===== src/verilog/dfr_defs.vh =====
// Constants for the diagnostic flag register bank
`ifndef DFR_DEFS_VH
`define DFR_DEFS_VH

// Register byte offsets
`define DFR_OFS_CAUTION 8'h26
`define DFR_OFS_TEMP 8'h28
`define DFR_OFS_FIELD 8'h2A

// Register tag values in bits 15:12
`define DFR_TAG_CAUTION 4'hB
`define DFR_TAG_TEMP 4'hF
`define DFR_TAG_FIELD 4'hE

// Fault register bit positions held here
`define DFR_F_RESET 0
`define DFR_F_FLD_LO 1
`define DFR_F_ASUP_LO 2
`define DFR_F_SUMMARY 11

// Caution register bit positions
`define DFR_C_TOV 0
`define DFR_C_FLD_HI 1
`define DFR_C_OVERRUN 2
`define DFR_C_TSTEP 3
`define DFR_C_CLIP 4
`define DFR_C_SOFTERR 5
`define DFR_C_TEMP 6
`define DFR_C_XFAIL 7
`define DFR_C_SLEW 8
`define DFR_C_CRC 10
`define DFR_C_IFACE 11

// Reset values of the latched groups
`define DFR_FAULT_RST 3'h1
`define DFR_CAUT_RST 12'h000

// Default field limits in gauss
`define DFR_FLD_LO_DEF 12'h0C8
`define DFR_FLD_HI_DEF 12'h4B0

// Temperature limits in eighth degrees about 25 C
`define DFR_TEMP_MIN 16'hFD58
`define DFR_TEMP_MAX 16'h04D8

// Turn step limit: 135 deg in 4096 counts per turn
`define DFR_STEP_LIM 12'h600
`define DFR_HALF_TURN 12'h800

// Serial packet lengths without and with CRC
`define DFR_PKT_BITS 6'h10
`define DFR_PKT_BITS_CRC 6'h14

// Field refresh period and clock rate
`define DFR_FIELD_US 128
`define DFR_CLK_MHZ 50

`endif


===== src/verilog/dfr_sticky.v =====
// Bank of sticky flags where a set wins over a clear
module dfr_sticky #(
    parameter W = 12,
    parameter [W-1:0] RST = {W{1'b0}}
) (
    input wire clk_i,
    input wire resetn_i,
    input wire [W-1:0] set_i,
    input wire [W-1:0] clr_i,
    output wire [W-1:0] flag_o
);
    reg [W-1:0] flag_r;
    genvar i;

    // One latch per bit; a set in the clear cycle survives
    generate
        for (i = 0; i < W; i = i + 1) begin : g_bit
            always @(posedge clk_i or negedge resetn_i) begin
                if (!resetn_i) begin
                    flag_r[i] <= RST[i];
                end else if (set_i[i]) begin
                    flag_r[i] <= 1'b1;
                end else if (clr_i[i]) begin
                    flag_r[i] <= 1'b0;
                end
            end
        end
    endgenerate

    assign flag_o = flag_r;
endmodule


===== src/verilog/dfr_tick.v =====
// Free running divider giving a one-cycle enable pulse
module dfr_tick #(
    parameter PERIOD = 6400
) (
    input wire clk_i,
    input wire resetn_i,
    output reg tick_o
);
    reg [15:0] cnt_r;

    // Count down; pulse on wrap
    always @(posedge clk_i or negedge resetn_i) begin
        if (!resetn_i) begin
            cnt_r <= 16'h0000;
            tick_o <= 1'b0;
        end else if (cnt_r == 16'h0000) begin
            cnt_r <= PERIOD[15:0] - 16'h0001;
            tick_o <= 1'b1;
        end else begin
            cnt_r <= cnt_r - 16'h0001;
            tick_o <= 1'b0;
        end
    end
endmodule


===== src/verilog/dfr_diag_regs.v =====
// Diagnostic fault, caution, temperature and field registers
`include "dfr_defs.vh"

module dfr_diag_regs #(
    parameter FIELD_TICK_CYC = `DFR_FIELD_US * `DFR_CLK_MHZ
) (
    input wire clk_i,
    input wire resetn_i,
    // Register read port
    input wire rd_en_i,
    input wire [7:0] rd_addr_i,
    output reg [15:0] rd_data_o,
    output reg rd_valid_o,
    output reg rd_hit_o,
    // Clear strobes from the host path
    input wire clr_fault_i,
    input wire clr_caution_i,
    input wire turns_reset_i,
    // Nonvolatile configuration
    input wire spi_crc_check_enable_i,
    input wire [11:0] field_low_limit_i,
    input wire [11:0] field_high_limit_i,
    input wire [2:0] fault_mask_i,
    input wire [11:0] caution_mask_i,
    input wire summary_mask_i,
    // Analog monitors
    input wire analog_supply_low_i,
    // Serial packet checks
    input wire pkt_done_i,
    input wire [5:0] pkt_bits_i,
    input wire pkt_msb_i,
    input wire pkt_crc_ok_i,
    input wire manchester_err_i,
    output reg pkt_accept_o,
    output reg pkt_discard_o,
    // Quadrature output slew limiter
    input wire slew_limit_en_i,
    input wire slew_needed_i,
    output reg slew_step_en_o,
    // Extended access and commands
    input wire xacc_start_i,
    input wire xacc_busy_i,
    input wire xcmd_done_i,
    input wire unlocked_i,
    input wire nvm_write_fail_i,
    // Memory load checks
    input wire nvm_loading_i,
    input wire ecc_corrected_i,
    // Measurement chain
    input wire [7:0] chain_sat_i,
    input wire temp_valid_i,
    input wire [15:0] temp_raw_i,
    input wire [11:0] field_gauss_i,
    input wire zcd_valid_i,
    input wire [11:0] zcd_angle_i,
    input wire turns_overflow_i,
    // Status outputs
    output reg [15:0] fault_low_o,
    output reg any_fault_flag_o
);
    // Latched flag groups
    wire [2:0] fault_w;
    wire [11:0] caut_w;
    reg [2:0] fault_set;
    reg [2:0] fault_clr;
    reg [11:0] caut_set;
    reg [11:0] caut_clr;

    // Measurement holding registers
    reg [11:0] temp_r;
    reg temp_oor_r;
    reg [11:0] field_r;
    reg [11:0] zcd_prev_r;
    reg zcd_seen_r;

    // Field refresh enable
    wire field_tick;

    // Derived conditions
    reg [5:0] pkt_len_exp;
    reg pkt_len_bad;
    reg pkt_iface_bad;
    reg pkt_crc_bad;
    reg [11:0] step_raw;
    reg [11:0] step_abs;
    reg step_big;
    reg temp_lo;
    reg temp_hi;
    reg [11:0] temp_nxt;
    reg fld_lo;
    reg fld_hi;
    reg summary;
    reg any_nxt;
    reg [15:0] rd_nxt;
    reg hit_nxt;
    wire [11:0] caut_unmasked;
    wire [2:0] fault_unmasked;

    // Limits as signed words; the register keeps the low twelve bits
    localparam [15:0] TEMP_MIN_W = `DFR_TEMP_MIN;
    localparam [15:0] TEMP_MAX_W = `DFR_TEMP_MAX;

    // Field refresh tick; its period sets the 128 us update
    dfr_tick #(
        .PERIOD(FIELD_TICK_CYC)
    ) u_tick (
        .clk_i(clk_i),
        .resetn_i(resetn_i),
        .tick_o(field_tick)
    );

    // Fault bits reset to 1 on bit 0: the reset marker
    dfr_sticky #(
        .W(3),
        .RST(`DFR_FAULT_RST)
    ) u_fault (
        .clk_i(clk_i),
        .resetn_i(resetn_i),
        .set_i(fault_set),
        .clr_i(fault_clr),
        .flag_o(fault_w)
    );

    // Caution bank; bit 9 is reserved and never set
    dfr_sticky #(
        .W(12),
        .RST(`DFR_CAUT_RST)
    ) u_caution (
        .clk_i(clk_i),
        .resetn_i(resetn_i),
        .set_i(caut_set),
        .clr_i(caut_clr),
        .flag_o(caut_w)
    );

    // Packet checks; the expected length grows with the CRC
    always @* begin
        if (spi_crc_check_enable_i) begin
            pkt_len_exp = `DFR_PKT_BITS_CRC;
        end else begin
            pkt_len_exp = `DFR_PKT_BITS;
        end
        pkt_len_bad = (pkt_bits_i != pkt_len_exp);
        pkt_iface_bad = pkt_len_bad | pkt_msb_i;
        // CRC is only judged on an otherwise sound packet
        pkt_crc_bad = spi_crc_check_enable_i & ~pkt_iface_bad
                      & ~manchester_err_i
                      & ~pkt_crc_ok_i;
    end

    // Shortest angular distance between turn samples
    // A wrap through zero counts as a short step, not a jump
    always @* begin
        step_raw = zcd_angle_i - zcd_prev_r;
        if (step_raw > `DFR_HALF_TURN) begin
            step_abs = 12'h000 - step_raw;
        end else begin
            step_abs = step_raw;
        end
        step_big = zcd_seen_r & (step_abs > `DFR_STEP_LIM);
    end

    // Temperature saturation at the range limits
    always @* begin
        // Range test on the full signed word before truncation
        temp_lo = $signed(temp_raw_i) < $signed(TEMP_MIN_W);
        temp_hi = $signed(temp_raw_i) > $signed(TEMP_MAX_W);
        if (temp_lo) begin
            temp_nxt = TEMP_MIN_W[11:0];
        end else if (temp_hi) begin
            temp_nxt = TEMP_MAX_W[11:0];
        end else begin
            temp_nxt = temp_raw_i[11:0];
        end
    end

    // Field limits judged on the refreshed sample
    always @* begin
        fld_lo = field_tick & (field_gauss_i < field_low_limit_i);
        fld_hi = field_tick & (field_gauss_i > field_high_limit_i);
    end

    // Fault set terms; reset marker is set only by reset itself
    always @* begin
        fault_set = 3'h0;
        // Supply low is a level, so it sets again while it lasts
        fault_set[`DFR_F_ASUP_LO] = analog_supply_low_i;
        fault_set[`DFR_F_FLD_LO] = fld_lo;
        fault_set[`DFR_F_RESET] = 1'b0;
        // One strobe clears all three fault bits
        fault_clr = {3{clr_fault_i}};
    end

    // Caution set terms, each a condition seen this cycle
    always @* begin
        caut_set = 12'h000;
        caut_set[`DFR_C_IFACE] = pkt_done_i
            & (pkt_iface_bad | manchester_err_i);
        caut_set[`DFR_C_CRC] = pkt_done_i & pkt_crc_bad;
        caut_set[`DFR_C_SLEW] = slew_limit_en_i
            & slew_needed_i;
        caut_set[`DFR_C_XFAIL] = xcmd_done_i
            & (~unlocked_i | nvm_write_fail_i);
        caut_set[`DFR_C_TEMP] = temp_valid_i
            & (temp_lo | temp_hi);
        caut_set[`DFR_C_SOFTERR] = nvm_loading_i
            & ecc_corrected_i;
        caut_set[`DFR_C_CLIP] = |chain_sat_i;
        caut_set[`DFR_C_TSTEP] = zcd_valid_i & step_big;
        caut_set[`DFR_C_OVERRUN] = xacc_start_i
            & xacc_busy_i;
        caut_set[`DFR_C_FLD_HI] = fld_hi;
        // Turns overflow has its own clear strobe below
        caut_set[`DFR_C_TOV] = turns_overflow_i;
    end

    // Clears; a persisting condition wins over them
    always @* begin
        caut_clr = {12{clr_caution_i}};
        caut_clr[`DFR_C_TOV] = turns_reset_i;
    end

    // Summary terms seen through the masks
    // Masks act on summaries only; latched bits stay readable
    assign caut_unmasked = caut_w & ~caution_mask_i;
    assign fault_unmasked = fault_w & ~fault_mask_i;

    always @* begin
        summary = ~summary_mask_i & (|caut_unmasked);
        any_nxt = (|fault_unmasked) | (|caut_unmasked);
    end

    // Measurement registers
    always @(posedge clk_i or negedge resetn_i) begin
        if (!resetn_i) begin
            temp_r <= 12'h000;
            field_r <= 12'h000;
            zcd_prev_r <= 12'h000;
            zcd_seen_r <= 1'b0;
        end else begin
            // Temperature holds its last sample between updates
            if (temp_valid_i) begin
                temp_r <= temp_nxt;
            end
            // Sampling only on the tick keeps readings steady
            if (field_tick) begin
                field_r <= field_gauss_i;
            end
            // First sample after reset has nothing to compare
            if (zcd_valid_i) begin
                zcd_prev_r <= zcd_angle_i;
                zcd_seen_r <= 1'b1;
            end
        end
    end

    // Read multiplexer, plain if chain on the byte offset
    always @* begin
        // Unmapped offsets read zero with the hit flag low
        hit_nxt = 1'b1;
        if (rd_addr_i == `DFR_OFS_CAUTION) begin
            rd_nxt = {`DFR_TAG_CAUTION, caut_w};
        end else if (rd_addr_i == `DFR_OFS_TEMP) begin
            rd_nxt = {`DFR_TAG_TEMP, temp_r};
        end else if (rd_addr_i == `DFR_OFS_FIELD) begin
            rd_nxt = {`DFR_TAG_FIELD, field_r};
        end else begin
            rd_nxt = 16'h0000;
            hit_nxt = 1'b0;
        end
    end

    // Registered read answer, one cycle after the request
    // Data holds between reads so a slow host sees it steady
    always @(posedge clk_i or negedge resetn_i) begin
        if (!resetn_i) begin
            rd_data_o <= 16'h0000;
            rd_valid_o <= 1'b0;
            rd_hit_o <= 1'b0;
        end else begin
            rd_valid_o <= rd_en_i;
            if (rd_en_i) begin
                rd_data_o <= rd_nxt;
                rd_hit_o <= hit_nxt;
            end
        end
    end

    // Packet verdict, a pulse one cycle after the packet ends
    // Accept and discard never pulse for the same packet
    always @(posedge clk_i or negedge resetn_i) begin
        if (!resetn_i) begin
            pkt_accept_o <= 1'b0;
            pkt_discard_o <= 1'b0;
        end else begin
            pkt_accept_o <= pkt_done_i & ~pkt_iface_bad
                & ~manchester_err_i & ~pkt_crc_bad;
            pkt_discard_o <= pkt_done_i & (pkt_iface_bad
                | manchester_err_i | pkt_crc_bad);
        end
    end

    // Slew step enable follows the live limiting condition
    always @(posedge clk_i or negedge resetn_i) begin
        if (!resetn_i) begin
            slew_step_en_o <= 1'b0;
        end else begin
            slew_step_en_o <= slew_limit_en_i & slew_needed_i;
        end
    end

    // Fault word low part and the any-fault flag
    always @(posedge clk_i or negedge resetn_i) begin
        if (!resetn_i) begin
            fault_low_o <= 16'h0000;
            any_fault_flag_o <= 1'b0;
        end else begin
            fault_low_o <= {4'h0, summary, 8'h00, fault_w};
            any_fault_flag_o <= any_nxt;
        end
    end
endmodule


===== config.mk =====
export PLATFORM = sky130hd
export DESIGN_NAME = dfr_diag_regs
export DESIGN_NICKNAME = d
export VERILOG_FILES = /design/src/verilog/dfr_sticky.v /design/src/verilog/dfr_tick.v /design/src/verilog/dfr_diag_regs.v
export VERILOG_INCLUDE_DIRS = /design/src /design/src/verilog
export SDC_FILE = /design/constraint.sdc
export NUM_CORES = 1
export LEC_CHECK = 0
export BUFFER_PORTS_ARGS = -buffer_cell sky130_fd_sc_hd__clkbuf_2
export CORE_MARGIN = 2
export CORE_UTILIZATION = 52
export CTS_CLUSTER_DIAMETER = 80
export DETAILED_ROUTE_END_ITERATION = 10
export HOLD_SLACK_MARGIN = 0.15
export MAX_ROUTING_LAYER = met4
export PLACE_DENSITY = 0.87
export SETUP_SLACK_MARGIN = 0.02
export SLEW_MARGIN = 20
export SYNTH_ARGS = -nofsm -noshare
export SYNTH_HDL_FRONTEND = slang
export SYNTH_SLANG_ARGS = --single-unit
export TNS_END_PERCENT = 1

===== constraint.sdc =====
create_clock -name clk_i -period 2.5 [get_ports clk_i]
set_input_delay 0.5 -clock clk_i [delete_from_list [all_inputs] [get_ports clk_i]]
set_output_delay 0.5 -clock clk_i [all_outputs]
set_load 0.02 [all_outputs]

# Yosys cells after proc, flatten, opt, wreduce, memory -nomap -nowiden
# Cells that the tools add are included.
[word_totals]
input_bits = 126
ff_bits = 94
[op_classes]
n_mux = 28
n_addsub = 3
n_bitwise = 35
n_reduce_logical = 17
magnitude_cmp = 6
eq_ne = 4
[op_table]
columns = ["op", "count"]
rows = [
  ["16-bit 2-to-1 mux", 4],
  ["12-bit 2-to-1 mux", 3],
  ["2-bit nonzero test", 13],
  ["8-bit by 6-bit == test with 1-bit output, second input constant", 3],
  ["1-bit 2-to-1 mux", 20],
  ["1-bit AND", 19],
  ["16-bit by 12-bit greater-than comparator with 1-bit output, second input constant", 1],
  ["16-bit logical NOT", 1],
  ["16-bit by 11-bit < comparator with 1-bit output, second input constant", 1],
  ["16-bit by 1-bit subtractor with 16-bit output, second input constant", 1],
  ["12-bit AND", 1],
  ["12-bit by 11-bit greater-than comparator with 1-bit output, second input constant", 1],
  ["12-bit greater-than comparator", 1],
  ["12-bit greater-than comparator, second input constant", 1],
  ["12-bit < comparator", 1],
  ["12-bit inverter", 1],
  ["12-bit OR reduction", 1],
  ["1-bit by 12-bit subtractor with 12-bit output, first input constant", 1],
  ["12-bit subtractor", 1],
  ["8-bit OR reduction", 1],
  ["6-bit != test", 1],
  ["1-bit inverter", 6],
  ["1-bit OR", 6],
  ["3-bit AND", 1],
  ["other kinds (3)", 3],
]

# Longest topological paths before layout
[logic_depth]
ltp_word = 9
ltp_mapped = 11
ltp_nobuf = 11

# By module
# A second synthesis with hierarchy kept.
[unflattened]
hier_cells = 544
area_unflattened_um2 = 5302.6
[by_module_without_submodules]
columns = ["mod", "n_inst", "area_per_inst_um2", "cells_per_inst"]
rows = [
  ["dfr_diag_regs", 1, 3933.8, 426],
  ["dfr_tick", 1, 823.3, 73],
  ["dfr_sticky (u_caution)", 1, 435.4, 36],
  ["dfr_sticky (u_fault)", 1, 110.1, 9],
]

# Worst setup path before layout
# OpenSTA, ideal clock, no wires.
[synth_path]
kind = "input -> register"
from = "input zcd_angle_i[0]"
to = "register u_caution.flag_r[3], in the netlist u_caution.flag_o[3]"
t_required_ns = 2.374
path_slack_ns = 0.002
arrival_ns = 2.372
path_stages = 11
setup_time_ns = 0.126
cell_sequence = "inv_1 -> ha_1 -> inv_1 -> fa_1 -> a211oi_1 -> o21ai_1 -> a311oi_1 -> xnor2_1 -> nand3_1 -> a31oi_1 -> a221o_1"
[synth_between]
elab_chain_len = 7
elab_cells_between_ends = 9
classes_between = "2 x add/sub; 2 x order compare; 2 x mux; 2 x bitwise; 1 x reduce/logical"
[synth_rtl]
columns = ["item", "line", "text"]
rows = [
  ["start, declared", "dfr_diag_regs.v:55", "input wire [11:0] zcd_angle_i,"],
  ["12-bit subtractor *", "dfr_diag_regs.v:154", "step_raw = zcd_angle_i - zcd_prev_r;"],
  ["1-bit by 12-bit subtractor with 12-bit output or 12-bit greater-than comparator (tied branches)", "n/a", ""],
  ["12-bit 2-to-1 mux *", "dfr_diag_regs.v:155", "if (step_raw > `DFR_HALF_TURN) begin"],
  ["12-bit by 11-bit greater-than comparator with 1-bit output (no line) *", "n/a", ""],
  ["1-bit AND *", "dfr_diag_regs.v:160", "step_big = zcd_seen_r & (step_abs > `DFR_STEP_LIM);"],
  ["1-bit AND *", "dfr_diag_regs.v:209", "caut_set[`DFR_C_TSTEP] = zcd_valid_i & step_big;"],
  ["1-bit 2-to-1 mux or 2-bit nonzero test (tied branches)", "n/a", ""],
  ["end signal, assigned by index", "dfr_sticky.v:20", "flag_r[i] <= RST[i];"],
  ["end, declared", "dfr_sticky.v:12", "reg [W-1:0] flag_r;"],
]
# Every way passes the cells marked *; elsewhere a longest branch is shown, timed or not.
# A chain may end at the register's enable or synchronous reset.

# Worst setup path in the final report
[layout_path]
from = "register zcd_prev_r[1]"
to = "register u_caution.flag_r[3], in the netlist u_caution.flag_o[3]"
[layout_between]
elab_chain_len = 7
elab_cells_between_ends = 9
classes_between = "2 x add/sub; 2 x order compare; 2 x mux; 2 x bitwise; 1 x reduce/logical"
[layout_rtl]
columns = ["item", "line", "text"]
rows = [
  ["start, declared", "dfr_diag_regs.v:73", "reg [11:0] zcd_prev_r;"],
  ["start signal, assigned", "dfr_diag_regs.v:251", "zcd_prev_r <= zcd_angle_i;"],
  ["12-bit subtractor *", "dfr_diag_regs.v:154", ""],
  ["1-bit by 12-bit subtractor with 12-bit output or 12-bit greater-than comparator (tied branches)", "n/a", ""],
  ["12-bit 2-to-1 mux *", "dfr_diag_regs.v:155", ""],
  ["12-bit by 11-bit greater-than comparator with 1-bit output (no line) *", "n/a", ""],
  ["1-bit AND *", "dfr_diag_regs.v:160", ""],
  ["1-bit AND *", "dfr_diag_regs.v:209", ""],
  ["1-bit 2-to-1 mux or 2-bit nonzero test (tied branches)", "n/a", ""],
]
# Marked as above.

==> reports/qor.log <==
qor: clocking.insertion_delay 0.35 ns
qor: final_layout.layout_commonest_cell sky130_fd_sc_hd__clkbuf_2
qor: sta.hold_viol_final 0
qor: sta.fmax 415 MHz
qor: setup_path.worst-endpoint-arrival 2.65 ns
qor: setup_path.worst_setup_end_kind flip-flop
qor: grt.grt_start_max_net_pins 54
qor: sta.grt_setup_unrepaired true
qor: pwr.post-layout-total-power 0.00337 W
qor: sta.number_of_pins_with_negative_max_slew_slack_in_the_final_report 0
qor: setup_path.slowest_delay 0.38 ns
qor: outcome.result_of_the_run completed
qor: floorplan.die_width 104 µm
qor: sta.min_period_over_period 96.4%
qor: placed_design.post_place_worst_slack -0.280 ns
qor: clocking.ctsRootBufferMaster sky130_fd_sc_hd__clkbuf_8
qor: final_layout.fill_cells 806
qor: floorplan.floorplan.die_area 10800 µm²
qor: sta.worst_slack 0.0890 ns
qor: clocking.maximum_root_to_sink_buffer_count 2
qor: floorplan.core_area 9730 µm²
qor: placed_design.placed_cell_area 6050 µm²
qor: final_layout.proportion_of_layout_cells_with_a_drive_suffix_above_1 30.2%
qor: pwr.power_density_of_the_placed_cells 531 nW/µm²
qor: yosys.synthesis.area 5180 µm²
qor: sta.finalWorstPathRequiredPeriod 2.41 ns
qor: setup_path.cp_data_required_time 2.74 ns
qor: yosys.netlist_instances 534
qor: grt.grt_pass1_vias 4583
qor: placed_design.io_buffer_count 150
qor: sta.finalSetupTns 0 ns
qor: detailed_routing.drt.antenna.violating_nets 0
qor: grt.global_route_wire_length_before_repair 21.3 mm
qor: clocking.post_cts.repair.setup_buffers 0
qor: pwr.internal_power_summed_over_all_cells 0.00240 W
qor: setup_path.crit_slowest_cell sky130_fd_sc_hd__dfrtp_1
qor: final_layout.antenna_cells 0
qor: detailed_routing.drc 0
qor: detailed_routing.initialDrtViolationCount 207
qor: final_layout.stdcell_area 6330 µm²
qor: setup_path.cp_top_family compound AO/OA/AOI/OAI gates
qor: pwr.netSwitchingFraction 28.7%
qor: setup_path.type_of_the_setup_path_with_the_least_slack reg -> reg
qor: pwr.comb_power_share 21.2%
qor: setup_path.crit_path_max_fanout 3
qor: setup_path.critical_path.n_buffers_inverters 1
qor: floorplan.chipHeight 104 µm
qor: pwr.clock_power_share 30.8%
qor: grt.grt_antenna_before_repair 0
qor: clocking.cts_sinks 92
qor: setup_path.cells_along_the_critical_path inv_2 > ha_1 > nor2b_1 > o2111ai_2 > a31oi_1 > o21a_1 > or3_1 > and3_1 > a221o_1
qor: final_layout.final_nets 850
qor: worst_hold_path.hp-class in -> reg
qor: placed_design.routabilityCongestion 0.934
qor: final_layout.layout_stage_area_growth_over_the_synthesis_result 22.3%
qor: yosys.synth_sequential_area_ratio 44.5%
qor: yosys.count_of_flip_flops_with_a_built_in_enable_after_synthesis 0
qor: clocking.clock_transition_at_path_regs 0.09 ns
qor: detailed_routing.post_detailed_routing_wire_length 12.7 mm
qor: sta.worst_skew 0.00958 ns
qor: pwr.vdd.ir_drop.worst 0.310 mV
qor: yosys.synthArstFlopShare 100%
qor: setup_path.critical_path.startpoint_type flip-flop
qor: floorplan.floorplan.initialDensity 53.2%
qor: clocking.cts_tree done
qor: placed_design.dp.final_hpwl 10.1 mm
qor: detailed_routing.wl_per_cell 15.4 µm
qor: detailed_routing.dr.pass1.iters 4
qor: sta.worstMarginPinSlew 0.694 ns
qor: final_layout.layout.cells.most_common_list sky130_fd_sc_hd__clkbuf_2, sky130_fd_sc_hd__dfrtp_1, sky130_fd_sc_hd__inv_1
qor: pwr.net-switching-power 0.000967 W
qor: yosys.ys.warnings.count 0
qor: detailed_routing.via_per_inst 5.38
qor: sta.timing.hold.ws 0.259 ns
qor: pwr.seq_power_share 48.0%
qor: grt.global_route_usage_over_all_layers 25.4%
qor: sta.max-slew-margin-rel 53.3%
qor: floorplan.rows 36
qor: yosys.most_frequently_used_flop_master_after_synthesis sky130_fd_sc_hd__dfrtp_1
qor: yosys.synth-seq-cells 92
qor: pwr.leakage 3.22 nW
qor: flow_run.max_cap_viol_count 0
qor: clocking.cts_made_buffers 9
qor: yosys.synth_area_per_cell 9.70 µm²
qor: sta.report.final.setup_viol 0
qor: detailed_routing.via_count 4439
qor: floorplan.io_pins 164
qor: clocking.cts_htree_levels 3
qor: grt.overflow 0
qor: yosys.synth.lib_cells_used.distinct 62
[what timing repair did]
action	in CTS	in global routing
hold endpoints to repair	38	0
setup endpoints to repair	1	1
pin swaps	0	3
resized for setup	1	10
hold buffers	1	0
[area by class of cell]
type	count	area, µm²	share of cell area, %
Multi-Input combinational cell	370	2620	41.3
Sequential cell	92	2300	36.4
Timing Repair Buffer	158	828	13.1
Inverter	56	210	3.32
Tap cell	133	166	2.63
Clock buffer	11	151	2.39
Clock inverter	5	58.8	0.928
[routing by layer]
layer  vias to the layer above  part of all wire [%]  GRT usage [%]
met5                         -                     0              -
met1                      2131                    39           28.6
met3                        21                   6.9           5.98
met4                         0                   2.8           10.7
li1                       2148                     -              -
met2                       139                    51           43.5
[synth_stat cells (3+ instances only)]
cell	number	area, µm²
sky130_fd_sc_hd__mux2_2	17	191
sky130_fd_sc_hd__dfrtp_1	91	2280
sky130_fd_sc_hd__a221oi_1	3	26.3
sky130_fd_sc_hd__nand3_1	7	35.0
sky130_fd_sc_hd__a21o_1	13	97.6
sky130_fd_sc_hd__o21ai_0	20	100
sky130_fd_sc_hd__a22o_1	8	70.1
sky130_fd_sc_hd__a21oi_1	36	180
sky130_fd_sc_hd__nor2_1	49	184
sky130_fd_sc_hd__xor2_1	6	52.6
sky130_fd_sc_hd__mux2i_1	14	140
sky130_fd_sc_hd__xnor2_1	13	114
sky130_fd_sc_hd__nor2b_1	7	43.8
sky130_fd_sc_hd__and3_1	3	18.8
sky130_fd_sc_hd__nand4_1	4	25.0
sky130_fd_sc_hd__ha_1	36	450
sky130_fd_sc_hd__nand2_1	38	143
sky130_fd_sc_hd__o31ai_1	5	37.5
sky130_fd_sc_hd__nor3_1	9	45.0
sky130_fd_sc_hd__nor4_1	8	50.1
sky130_fd_sc_hd__nand2b_1	8	50.1
sky130_fd_sc_hd__o22a_1	4	35.0
sky130_fd_sc_hd__o22ai_1	4	25.0
sky130_fd_sc_hd__buf_4	14	105
sky130_fd_sc_hd__o21a_1	6	45.0
sky130_fd_sc_hd__inv_1	55	206
sky130_fd_sc_hd__clkbuf_1	11	41.3
[state kept, by name, indices dropped and copies added (netlist names)]
signal            cells
u_tick.cnt_r         16
rd_data_o            14
field_r              12
temp_r               12
zcd_prev_r           12
u_caution.flag_o     11
fault_low_o           4
u_fault.flag_o        3
any_fault_flag_o      1
pkt_accept_o          1
pkt_discard_o         1
rd_hit_o              1
rd_valid_o            1
slew_step_en_o        1
u_tick.tick_o         1
zcd_seen_r            1
[final timing paths]
check / cells past startpoint / endpoint / slack (ns) / startpoint
setup / recovery: 9 / u_caution.flag_o[3]$_DFFE_PN0P_ / 0.09 / zcd_prev_r[1]$_DFFE_PN0P_
max in group asynchronous: 3 / temp_r[8]$_DFFE_PN0P_ / 1.15 / resetn_i
setup reg to reg: 9 / u_caution.flag_o[3]$_DFFE_PN0P_ / 0.09 / zcd_prev_r[1]$_DFFE_PN0P_
min in group asynchronous: 2 / rd_data_o[14]$_DFFE_PN0P_ / 0.67 / resetn_i
hold reg to reg: 0 / fault_low_o[0]$_DFF_PN0_ / 0.41 / u_fault.flag_o[0]$_DFFE_PN1P_
hold / removal: 2 / u_fault.flag_o[0]$_DFFE_PN1P_ / 0.26 / clr_fault_i
[kinds of logic (layout without fill, tap and decap cells)]
group	after synthesis	in the layout	share of synthesized area (%)
simple gates	147	147	13.7
compound gates	124	124	16.1
flops	92	92	44.5
buf+inv	83	230	7.03
fa+ha+maj	37	37	9.08
mux	31	31	6.40
xor+xnor	19	19	3.21
other cells	1	12	0.0724
[power by group through the flow]
| stage | registers, W | logic, W | clock network (W) |
|---|---|---|---|
| 2_1_floorplan | 0.00165 | 0.000402 | 0 |
| 3_3_place_gp | 0.00164 | 0.000640 | 0 |
| 3_5_place_dp | 0.00164 | 0.000672 | 0 |
| 4_1_cts | 0.00161 | 0.000683 | 0.00106 |
| 5_1_grt | 0.00162 | 0.000795 | 0.00113 |
| 6_report | 0.00162 | 0.000712 | 0.00104 |
[through the flow]
| stage | cells | utilization (%) |
|---|---|---|
| after floorplan | 545 | - |
| after global placement | 808 | 62.2 |
| after detailed placement | 808 | 62.2 |
| after CTS | 825 | 64.6 |
| after global routing | 825 | 65.1 |
| final | 825 | 65.1 |
(Power assumes the default switching activity.)
